File: src/lsf_pkg.sv
/*
  Constants, field layout and state type of the LIN sync-field checker.
  Assumes a 200 MHz system clock and an AXI4-Lite register bus.
*/
// Contract
// - Only a received sync byte equal to 55 hex counts as valid.
// - A wrong sync value leaves the inconsistent-sync flag clear, no interrupt.
// - After a wrong sync value the frame is dropped, no data, no receive interrupt.
// - Blank sync fields and out-of-tolerance sync timing are still flagged.
// - Busy sets when frame activity starts, before any receive-ready.
// - A complete frame with correct sync sets receive-ready and interrupts.
package lsf_pkg;
  localparam int CLK_HZ = 200_000_000;
  localparam int BAUD_DEFAULT = 19_200;
  localparam logic [15:0] BIT_CYC_RST = 16'(CLK_HZ / BAUD_DEFAULT);

  localparam logic [7:0] SYNC_VALUE = 8'h55;
  // Break must be at least this many bit times low
  localparam logic [4:0] BREAK_BITS = 5'h0B;
  // Longest idle gap before a field counts as missing
  localparam logic [4:0] GAP_BITS = 5'h14;
  // Falling edges of a good sync byte span eight bit times, +/- one
  localparam logic [4:0] SPAN_BITS = 5'h08;
  localparam logic [2:0] SYNC_FALLS = 3'h5;

  localparam int AXI_AW = 8;
  localparam logic [7:0] OFF_CTRL = 8'h00;
  localparam logic [7:0] OFF_BITPER = 8'h04;
  localparam logic [7:0] OFF_STATUS = 8'h08;
  localparam logic [7:0] OFF_MASK = 8'h0C;
  localparam logic [7:0] OFF_RXDATA = 8'h10;
  localparam logic [7:0] OFF_SYNCVAL = 8'h14;

  localparam logic [2:0] SEL_CTRL = 3'h0;
  localparam logic [2:0] SEL_BITPER = 3'h1;
  localparam logic [2:0] SEL_STATUS = 3'h2;
  localparam logic [2:0] SEL_MASK = 3'h3;
  localparam logic [2:0] SEL_RXDATA = 3'h4;
  localparam logic [2:0] SEL_SYNCVAL = 3'h5;
  localparam logic [2:0] SEL_NONE = 3'h7;

  localparam int CTRL_EN = 0;
  localparam int STS_BUSY = 0;
  localparam int STS_EVT_LO = 1;
  localparam int STS_ISE = 4;
  localparam int EVT_W = 3;
  localparam int EVT_RECEIVE_WORD_READY = 0;
  localparam int EVT_BLANK = 1;
  localparam int EVT_TIMING = 2;

  localparam logic CTRL_EN_RST = 1'b1;
  localparam logic [EVT_W-1:0] MASK_RST = 3'h0;
  localparam logic [1:0] RESP_OKAY = 2'h0;
  localparam logic [1:0] RESP_SLVERR = 2'h2;

  typedef enum logic [2:0] {
    ST_IDLE = 3'h0,
    ST_BREAK = 3'h1,
    ST_DELIM = 3'h3,
    ST_SYNC = 3'h2,
    ST_RESP = 3'h6
  } lsf_state_type;
endpackage : lsf_pkg

File: src/lsf_byte_rx.sv
/*
  Serial byte sampler: start bit, eight data bits LSB first, stop bit.
  Assumes start_i pulses on the detected falling edge of the start bit.
*/
`timescale 1ns/1ps
module lsf_byte_rx (
  input wire logic clk_sys_i,
  input wire logic reset_n_i,
  input wire logic clk_en_i,
  input wire logic start_i,
  input wire logic line_i,
  input wire logic [15:0] bit_period_i,
  output logic done_o,
  output logic [7:0] data_o,
  output logic frame_ok_o
);
  logic [15:0] cnt_q;
  logic [3:0] idx_q;
  logic active_q;

  always_ff @(posedge clk_sys_i) begin
    if (!reset_n_i) begin
      cnt_q <= 16'h0000;
      idx_q <= 4'h0;
      active_q <= 1'b0;
      done_o <= 1'b0;
      data_o <= 8'h00;
      frame_ok_o <= 1'b0;
    end else if (clk_en_i) begin
      done_o <= 1'b0;
      if (start_i && !active_q) begin
        // First sample lands mid start bit
        active_q <= 1'b1;
        idx_q <= 4'h0;
        cnt_q <= {1'b0, bit_period_i[15:1]};
        frame_ok_o <= 1'b1;
      end else if (active_q) begin
        if (cnt_q <= 16'h0001) begin
          // Full reload: the <= 1 test already spends the sample edge
          cnt_q <= bit_period_i;
          idx_q <= idx_q + 4'h1;
          case (idx_q)
            4'h0: frame_ok_o <= frame_ok_o & ~line_i;
            4'h9: begin
              frame_ok_o <= frame_ok_o & line_i;
              done_o <= 1'b1;
              active_q <= 1'b0;
            end
            default: data_o <= {line_i, data_o[7:1]};
          endcase
        end else begin
          cnt_q <= cnt_q - 16'h0001;
        end
      end
    end
  end
endmodule : lsf_byte_rx

File: src/lsf_sticky.sv
/*
  Sticky event flags, set by hardware, cleared by writing one.
  Assumes set and clear are single-cycle pulses on the system clock.
*/
`timescale 1ns/1ps
module lsf_sticky #(
  parameter int W = 3
) (
  input wire logic clk_sys_i,
  input wire logic reset_n_i,
  input wire logic clk_en_i,
  input wire logic [W-1:0] set_i,
  input wire logic [W-1:0] clr_i,
  output logic [W-1:0] q_o
);
  genvar g;
  generate
    for (g = 0; g < W; g++) begin : g_bit
      always_ff @(posedge clk_sys_i) begin
        if (!reset_n_i) begin
          q_o[g] <= 1'b0;
        end else if (clk_en_i) begin
          // Set beats a simultaneous clear
          if (set_i[g]) begin
            q_o[g] <= 1'b1;
          end else if (clr_i[g]) begin
            q_o[g] <= 1'b0;
          end
        end
      end
    end
  endgenerate
endmodule : lsf_sticky

File: src/lsf_sync_check.sv
/*
  LIN receive front end with sync-field checking, as the affected silicon behaves:
  a wrong sync value silently drops the frame. Registers over AXI4-Lite.
  Assumes bus_receive_line_i is already synchronous to clk_sys_i, idle high.
*/
// Local design decisions: the AXI4-Lite slave port and the register addresses.
`timescale 1ns/1ps
module lsf_sync_check (
  input wire logic clk_sys_i,
  input wire logic reset_n_i,
  input wire logic clk_en_i,
  input wire logic bus_receive_line_i,
  input wire logic [7:0] s_axi_awaddr,
  input wire logic s_axi_awvalid,
  output logic s_axi_awready,
  input wire logic [31:0] s_axi_wdata,
  input wire logic [3:0] s_axi_wstrb,
  input wire logic s_axi_wvalid,
  output logic s_axi_wready,
  output logic [1:0] s_axi_bresp,
  output logic s_axi_bvalid,
  input wire logic s_axi_bready,
  input wire logic [7:0] s_axi_araddr,
  input wire logic s_axi_arvalid,
  output logic s_axi_arready,
  output logic [31:0] s_axi_rdata,
  output logic [1:0] s_axi_rresp,
  output logic s_axi_rvalid,
  input wire logic s_axi_rready,
  output logic busy_o,
  output logic [7:0] rx_data_o,
  output logic irq_o
);
  lsf_pkg::lsf_state_type state_q;
  logic line_q;
  logic fall;
  logic rise;
  logic [23:0] cnt_q;
  logic [2:0] falls_q;
  logic [23:0] span_q;
  logic rx_active_q;
  logic rx_start;
  logic rx_done;
  logic [7:0] rx_byte;
  logic rx_ok;
  logic [7:0] sync_val_q;
  logic enable_q;
  logic [15:0] bit_per_q;
  logic [lsf_pkg::EVT_W-1:0] mask_q;
  logic [lsf_pkg::EVT_W-1:0] evt_set;
  logic [lsf_pkg::EVT_W-1:0] evt_clr;
  logic [lsf_pkg::EVT_W-1:0] evt_q;
  logic aw_hold_q;
  logic w_hold_q;
  logic [7:0] awaddr_q;
  logic [31:0] wdata_q;
  logic [3:0] wstrb_q;
  logic do_write;
  logic [2:0] wsel;

  // Register index from byte address; used by both bus paths
  function automatic logic [2:0] reg_sel(input logic [7:0] addr);
    case (addr)
      lsf_pkg::OFF_CTRL: reg_sel = lsf_pkg::SEL_CTRL;
      lsf_pkg::OFF_BITPER: reg_sel = lsf_pkg::SEL_BITPER;
      lsf_pkg::OFF_STATUS: reg_sel = lsf_pkg::SEL_STATUS;
      lsf_pkg::OFF_MASK: reg_sel = lsf_pkg::SEL_MASK;
      lsf_pkg::OFF_RXDATA: reg_sel = lsf_pkg::SEL_RXDATA;
      lsf_pkg::OFF_SYNCVAL: reg_sel = lsf_pkg::SEL_SYNCVAL;
      default: reg_sel = lsf_pkg::SEL_NONE;
    endcase
  endfunction : reg_sel

  // Bit-time multiple of the programmed period
  function automatic logic [23:0] bit_times(input logic [15:0] per, input logic [4:0] n);
    bit_times = 24'({8'h00, per} * {19'h00000, n});
  endfunction : bit_times

  assign fall = line_q & ~bus_receive_line_i;
  assign rise = ~line_q & bus_receive_line_i;
  assign busy_o = (state_q != lsf_pkg::ST_IDLE);

  always_ff @(posedge clk_sys_i) begin
    if (!reset_n_i) begin
      line_q <= 1'b1;
    end else if (clk_en_i) begin
      line_q <= bus_receive_line_i;
    end
  end

  assign rx_start = fall && ((state_q == lsf_pkg::ST_DELIM)
                    || (state_q == lsf_pkg::ST_RESP && !rx_active_q));

  lsf_byte_rx u_byte_rx (
    .clk_sys_i(clk_sys_i),
    .reset_n_i(reset_n_i),
    .clk_en_i(clk_en_i),
    .start_i(rx_start),
    .line_i(bus_receive_line_i),
    .bit_period_i(bit_per_q),
    .done_o(rx_done),
    .data_o(rx_byte),
    .frame_ok_o(rx_ok)
  );

  // Frame sequencer
  always_ff @(posedge clk_sys_i) begin
    if (!reset_n_i) begin
      state_q <= lsf_pkg::ST_IDLE;
      cnt_q <= 24'h000000;
      rx_active_q <= 1'b0;
    end else if (clk_en_i) begin
      cnt_q <= cnt_q + 24'h000001;
      case (state_q)
        lsf_pkg::ST_IDLE: begin
          cnt_q <= 24'h000000;
          rx_active_q <= 1'b0;
          if (enable_q && fall) begin
            state_q <= lsf_pkg::ST_BREAK;
          end
        end
        lsf_pkg::ST_BREAK: begin
          if (rise) begin
            cnt_q <= 24'h000000;
            if (cnt_q >= bit_times(bit_per_q, lsf_pkg::BREAK_BITS)) begin
              state_q <= lsf_pkg::ST_DELIM;
            end else begin
              state_q <= lsf_pkg::ST_IDLE;
            end
          end
        end
        lsf_pkg::ST_DELIM: begin
          if (fall) begin
            cnt_q <= 24'h000000;
            state_q <= lsf_pkg::ST_SYNC;
          end else if (cnt_q >= bit_times(bit_per_q, lsf_pkg::GAP_BITS)) begin
            state_q <= lsf_pkg::ST_IDLE;
          end
        end
        lsf_pkg::ST_SYNC: begin
          if (rx_done) begin
            cnt_q <= 24'h000000;
            if (rx_ok && rx_byte == lsf_pkg::SYNC_VALUE && !evt_set[lsf_pkg::EVT_TIMING]) begin
              state_q <= lsf_pkg::ST_RESP;
            end else begin
              state_q <= lsf_pkg::ST_IDLE;
            end
          end
        end
        lsf_pkg::ST_RESP: begin
          if (rx_start) begin
            rx_active_q <= 1'b1;
          end else if (!rx_active_q
                       && cnt_q >= bit_times(bit_per_q, lsf_pkg::GAP_BITS)) begin
            // Missing response is dropped without a flag
            state_q <= lsf_pkg::ST_IDLE;
          end
          if (rx_done) begin
            state_q <= lsf_pkg::ST_IDLE;
          end
        end
        default: state_q <= lsf_pkg::ST_IDLE;
      endcase
    end
  end

  // Sync timing: span of the first to fifth falling edge
  always_ff @(posedge clk_sys_i) begin
    if (!reset_n_i) begin
      falls_q <= 3'h0;
      span_q <= 24'h000000;
    end else if (clk_en_i) begin
      if (state_q == lsf_pkg::ST_DELIM) begin
        falls_q <= 3'h1;
        span_q <= 24'h000000;
      end else if (state_q == lsf_pkg::ST_SYNC && fall && falls_q < lsf_pkg::SYNC_FALLS) begin
        falls_q <= falls_q + 3'h1;
        if (falls_q + 3'h1 == lsf_pkg::SYNC_FALLS) begin
          span_q <= cnt_q;
        end
      end
    end
  end

  always_ff @(posedge clk_sys_i) begin
    if (!reset_n_i) begin
      sync_val_q <= 8'h00;
      rx_data_o <= 8'h00;
    end else if (clk_en_i && rx_done) begin
      if (state_q == lsf_pkg::ST_SYNC) begin
        sync_val_q <= rx_byte;
      end
      if (state_q == lsf_pkg::ST_RESP && rx_ok) begin
        rx_data_o <= rx_byte;
      end
    end
  end

  always_comb begin
    evt_set = '0;
    evt_set[lsf_pkg::EVT_RECEIVE_WORD_READY] = rx_done && rx_ok && state_q == lsf_pkg::ST_RESP;
    evt_set[lsf_pkg::EVT_BLANK] = state_q == lsf_pkg::ST_DELIM && !fall
      && cnt_q >= bit_times(bit_per_q, lsf_pkg::GAP_BITS);
    evt_set[lsf_pkg::EVT_TIMING] = state_q == lsf_pkg::ST_SYNC && rx_done && rx_ok
      && rx_byte == lsf_pkg::SYNC_VALUE
      && (span_q < bit_times(bit_per_q, lsf_pkg::SPAN_BITS - 5'h01)
          || span_q > bit_times(bit_per_q, lsf_pkg::SPAN_BITS + 5'h01));
  end

  lsf_sticky #(.W(lsf_pkg::EVT_W)) u_sticky (
    .clk_sys_i(clk_sys_i),
    .reset_n_i(reset_n_i),
    .clk_en_i(clk_en_i),
    .set_i(evt_set),
    .clr_i(evt_clr),
    .q_o(evt_q)
  );

  assign irq_o = |(evt_q & mask_q);

  // AXI write channels, taken in either order
  assign s_axi_awready = clk_en_i & ~aw_hold_q & ~s_axi_bvalid;
  assign s_axi_wready = clk_en_i & ~w_hold_q & ~s_axi_bvalid;
  assign do_write = clk_en_i & aw_hold_q & w_hold_q & ~s_axi_bvalid;
  assign wsel = reg_sel(awaddr_q);

  always_ff @(posedge clk_sys_i) begin
    if (!reset_n_i) begin
      aw_hold_q <= 1'b0;
      w_hold_q <= 1'b0;
      awaddr_q <= 8'h00;
      wdata_q <= 32'h00000000;
      wstrb_q <= 4'h0;
      s_axi_bvalid <= 1'b0;
      s_axi_bresp <= lsf_pkg::RESP_OKAY;
    end else if (clk_en_i) begin
      if (s_axi_awvalid && s_axi_awready) begin
        aw_hold_q <= 1'b1;
        awaddr_q <= s_axi_awaddr;
      end
      if (s_axi_wvalid && s_axi_wready) begin
        w_hold_q <= 1'b1;
        wdata_q <= s_axi_wdata;
        wstrb_q <= s_axi_wstrb;
      end
      if (do_write) begin
        aw_hold_q <= 1'b0;
        w_hold_q <= 1'b0;
        s_axi_bvalid <= 1'b1;
        s_axi_bresp <= (wsel == lsf_pkg::SEL_NONE) ? lsf_pkg::RESP_SLVERR : lsf_pkg::RESP_OKAY;
      end else if (s_axi_bready) begin
        s_axi_bvalid <= 1'b0;
      end
    end
  end

  always_ff @(posedge clk_sys_i) begin
    if (!reset_n_i) begin
      enable_q <= lsf_pkg::CTRL_EN_RST;
      bit_per_q <= lsf_pkg::BIT_CYC_RST;
      mask_q <= lsf_pkg::MASK_RST;
    end else if (do_write) begin
      case (wsel)
        lsf_pkg::SEL_CTRL: begin
          if (wstrb_q[0]) begin
            enable_q <= wdata_q[lsf_pkg::CTRL_EN];
          end
        end
        lsf_pkg::SEL_BITPER: begin
          if (wstrb_q[0]) begin
            bit_per_q[7:0] <= wdata_q[7:0];
          end
          if (wstrb_q[1]) begin
            bit_per_q[15:8] <= wdata_q[15:8];
          end
        end
        lsf_pkg::SEL_MASK: begin
          if (wstrb_q[0]) begin
            mask_q <= wdata_q[lsf_pkg::STS_EVT_LO +: lsf_pkg::EVT_W];
          end
        end
        default: ;
      endcase
    end
  end

  assign evt_clr = (do_write && wsel == lsf_pkg::SEL_STATUS && wstrb_q[0])
                   ? wdata_q[lsf_pkg::STS_EVT_LO +: lsf_pkg::EVT_W] : '0;

  // AXI read: one outstanding read, data from a flop
  assign s_axi_arready = clk_en_i & ~s_axi_rvalid;

  always_ff @(posedge clk_sys_i) begin
    if (!reset_n_i) begin
      s_axi_rvalid <= 1'b0;
      s_axi_rdata <= 32'h00000000;
      s_axi_rresp <= lsf_pkg::RESP_OKAY;
    end else if (clk_en_i) begin
      if (s_axi_arvalid && s_axi_arready) begin
        s_axi_rvalid <= 1'b1;
        s_axi_rdata <= 32'h00000000;
        s_axi_rresp <= lsf_pkg::RESP_OKAY;
        case (reg_sel(s_axi_araddr))
          lsf_pkg::SEL_CTRL: s_axi_rdata[lsf_pkg::CTRL_EN] <= enable_q;
          lsf_pkg::SEL_BITPER: s_axi_rdata[15:0] <= bit_per_q;
          lsf_pkg::SEL_STATUS: begin
            s_axi_rdata[lsf_pkg::STS_BUSY] <= busy_o;
            s_axi_rdata[lsf_pkg::STS_EVT_LO +: lsf_pkg::EVT_W] <= evt_q;
            s_axi_rdata[lsf_pkg::STS_ISE] <= 1'b0;
          end
          lsf_pkg::SEL_MASK: s_axi_rdata[lsf_pkg::STS_EVT_LO +: lsf_pkg::EVT_W] <= mask_q;
          lsf_pkg::SEL_RXDATA: s_axi_rdata[7:0] <= rx_data_o;
          lsf_pkg::SEL_SYNCVAL: s_axi_rdata[7:0] <= sync_val_q;
          default: s_axi_rresp <= lsf_pkg::RESP_SLVERR;
        endcase
      end else if (s_axi_rready) begin
        s_axi_rvalid <= 1'b0;
      end
    end
  end
endmodule : lsf_sync_check

File: config.mk
export PLATFORM = sky130hd
export DESIGN_NAME = lsf_sync_check
export DESIGN_NICKNAME = d
export VERILOG_FILES = /design/src/lsf_pkg.sv /design/src/lsf_byte_rx.sv /design/src/lsf_sticky.sv /design/src/lsf_sync_check.sv
export SDC_FILE = /design/constraint.sdc
export NUM_CORES = 1
export LEC_CHECK = 0
export BUFFER_PORTS_ARGS = -buffer_cell sky130_fd_sc_hd__clkbuf_2
export CAP_MARGIN = 20
export CORE_MARGIN = 5
export CORE_UTILIZATION = 30
export CTS_BUF_LIST = sky130_fd_sc_hd__clkbuf_16
export CTS_CLUSTER_SIZE = 28
export DETAILED_ROUTE_END_ITERATION = 10
export GPL_ROUTABILITY_DRIVEN = 0
export PLACE_DENSITY_LB_ADDON = 0.12
export SYNTH_ARGS = -nofsm -noshare
export SYNTH_HDL_FRONTEND = slang
export SYNTH_SLANG_ARGS = --single-unit
File: constraint.sdc
create_clock -name clk_sys_i -period 11.08 [get_ports clk_sys_i]
set_input_delay 0 -clock clk_sys_i [delete_from_list [all_inputs] [get_ports clk_sys_i]]
set_output_delay 0 -clock clk_sys_i [all_outputs]
set_load 0.005 [all_outputs]
==> flow_summary.ini <==
[global_route]
grt_pass1_wl_um = 62600
antenna_found_initial = 0
grt_pass1_vias = 11243
grt_max_degree = 94
track_usage_pct = 16.7
overflow = 0

[final_layout]
stdcell_area_mm2 = 0.0153
insertedDiodeCount = 0
fill_cells = 4683
synthToLayoutAreaGrowth_pct = 15.5
seqCellArea_mm2 = 0.00348
final_cell_mix = ha_1, dfxtp_1, nor2_1, nand2_1, a21oi_1
final_common_cell = ha_1
drive_gt1_share_pct = 9.88
layout.nets = 1940
multi_input_area_mm2 = 0.00921

[sta]
slew_viol_final = 0
fin_crit_sh_pct = 50.5
setup_viol = 0
relSlewSlack_pct = 29.3
clock_skew_ns = 0.0120
final-hold-violation-count = 0
fin_tns_setup_ns = 0
period_minus_slack_ns = 5.60
rsz0062_at_grt = no
fmax_ghz = 0.179
worst_pin_slew_ns = 1.06
holdWs_ns = 0.0363

[place]
hpwl_um = 29400
port_buffers = 75
place_area_mm2 = 0.0142

[run_status]
status = finished, final reports clean

[setup_path]
critPathMaxFanout = 11
cp.arrival_ns = 5.97
r2r-end = state_q[1]
regToRegStartpoint = bit_per_q[4]
endpoint_kind = flop
crit_top_cell = o21ai_0
crit_chain = inv_1 -> fa_1 -> inv_1 -> ha_1 -> a21oi_1 -> o21ai_0 -> a2111oi_0 -> or3_1 -> nand3_1 -> a2111oi_0 -> nor3b_1 -> ha_1 -> a21o_1 -> a221oi_1 -> o21ai_0 -> o21ai_0 -> a31oi_1
crit_slowest_cell = dfxtp_1
rrSetupSlack_ns = 5.48
max_stage_delay_ns = 0.83
rr_worst_depth = 17
start_kind = flop
worst_ep_required_time_ns = 11.45
crit_buf_inv = 2
crit_type = reg2reg
path_delay_family = compound AO/OA/AOI/OAI gates

[synth]
synth_edf_count = 0
synth_area_leaders = dfxtp_1, ha_1, fa_1
yosysUniqueCellTypes = 86
ys_seq_elements = 174
yosysTopAreaCell = dfxtp_1
avgSynthCellArea_um2 = 8.49
ys.flop_type = dfxtp_1
yosysWarnings = 0
yosysTopAreaCellShare_pct = 26.3
async_flop_share_pct = 0
seq_area_frac_synth_pct = 26.3
netlist_area_mm2 = 0.0132
synthCells = 1557

[route]
ant_nets = 0
routed_wirelength_um = 39700
via_count = 11447
avgRoutedWirePerCell_um = 17.5
first_pass_iters = 5
drc = 0
drt_iter0_drc = 586
avgViaCountPerCell = 5.04

[clocking]
cts.sinks = 174
clock_path_buffers = 2
root_buffer = clkbuf_16
cts_tree = built
cts_inserted_buffers = 17
cts.htree.levels = 4
clock_latency_ns = 0.48
cts_setup_buffers = 0
clk_pin_slew_worst_paths_ns = 0.07

[worst_hold_path]
hold_start = s_axi_awvalid
whs_endpoint = aw_hold_q
holdPathStages = 4
hold_path_class = in2reg

[floorplanning]
initial_utilization_pct = 30.1
dieArea_mm2 = 0.0484
rows = 77
ios = 112
die_h_um = 220
die_w_um = 220
core_area_mm2 = 0.0439

[pwr]
p_leak_nw = 6.73
power_density_mw_per_mm2 = 94.3
peakVddDrop_mv = 0.118

[flow_run]
drv_cap = 0
## worst max path at each step
stage / start / slack [ns] / depth (start not counted) / end
final: bit_per_q[4] / 5.48 / 17 / state_q[1]
after global placement: bit_per_q[4] / 5.48 / 17 / state_q[1]
after detailed placement: bit_per_q[4] / 5.45 / 17 / state_q[1]
after CTS: bit_per_q[4] / 5.42 / 17 / state_q[1]
after global routing: bit_per_q[4] / 4.76 / 17 / state_q[1]
after floorplan: bit_per_q[3] / 6.88 / 18 / state_q[1]
## registers in the layout (all words and copies together) (netlist names), 2 cells and up
name	cells
awaddr_q	8
state_q	3
wstrb_q	2
span_q	24
cnt_q	24
rx_data_o	8
u_byte_rx.data_o	8
s_axi_rdata	16
falls_q	3
u_byte_rx.cnt_q	16
bit_per_q	16
sync_val_q	8
u_byte_rx.idx_q	4
u_sticky.q_o	3
mask_q	3
wdata_q	16
## synthesized netlist by cell type (12+ instances only)
library cell    n
ha_1          180
dfxtp_1       174
nor2_1        164
nand2_1       158
a21oi_1       112
inv_1          65
o21ai_0        62
mux2i_1        58
xor2_1         45
nand3_1        41
nor3_1         39
a22oi_1        32
fa_1           32
clkbuf_1       31
xnor2_1        30
a21o_1         28
buf_4          21
nand4_1        17
a31oi_1        15
o21a_1         14
or3_1          13
nor2b_1        12
o211ai_1       12
## cell families after synthesis
kind of cell | count (synthesis) | synth area share (%)
xor+xnor | 75 | 4.97
simple gates | 533 | 19.4
buf+inv | 133 | 4.51
other cells | 1 | 0.0284
compound gates | 370 | 18.4
mux | 59 | 4.48
fa+ha+maj | 212 | 21.9
flops | 174 | 26.3
## timing repair
item	in CTS	in global routing
endpoints found under the hold margin	37	0
resized for setup	0	0
hold buffers	46	0
## worst register-to-register path: cells and delay by family (launching register included)
kind	cells	cell delay (ns)
compound gates	9	2.56
fa+ha+maj	3	1.24
buf+inv	2	0.30
flops	1	0.83
simple gates	3	0.56
## report_power, final
part / internal, W / total, W / leakage, nW / switching, W
registers: 0.000636 / 0.000649 / 1.41 / 0.0000132
clock network: 0.000322 / 0.000631 / 0.295 / 0.000308
logic: 0.0000595 / 0.000160 / 5.03 / 0.000101
## layer usage
layer  track usage (%)  share of wire, %  up-vias
met5                 0                 0        -
met4              5.91               2.7        0
met3              3.21               3.0       45
met2              28.2                48      173
met1              21.1                46     5411
li1                  -                 -     5818
## area by class of cell
class	instances	share of cell area, %
clock inverter	15	1.17
sequential	174	22.8
clock buffer	17	2.79
multi-input combinational	1267	60.3
inverter	66	1.64
timing repair buffer	141	6.46
tap	592	4.85
## stage by stage
stage,cells,total power (W),setup WS (ns),util [%]
4_1_cts,2272,0.00147,5.42,34.8
6_report,2272,0.00144,5.48,34.8
5_1_grt,2272,0.00151,4.76,34.8
3_3_place_gp,2194,0.000812,5.48,32.3
2_1_floorplan,1574,0.000773,6.88,-
3_5_place_dp,2194,0.000812,5.45,32.3
Note: power is estimated with default switching activity, not from simulation.
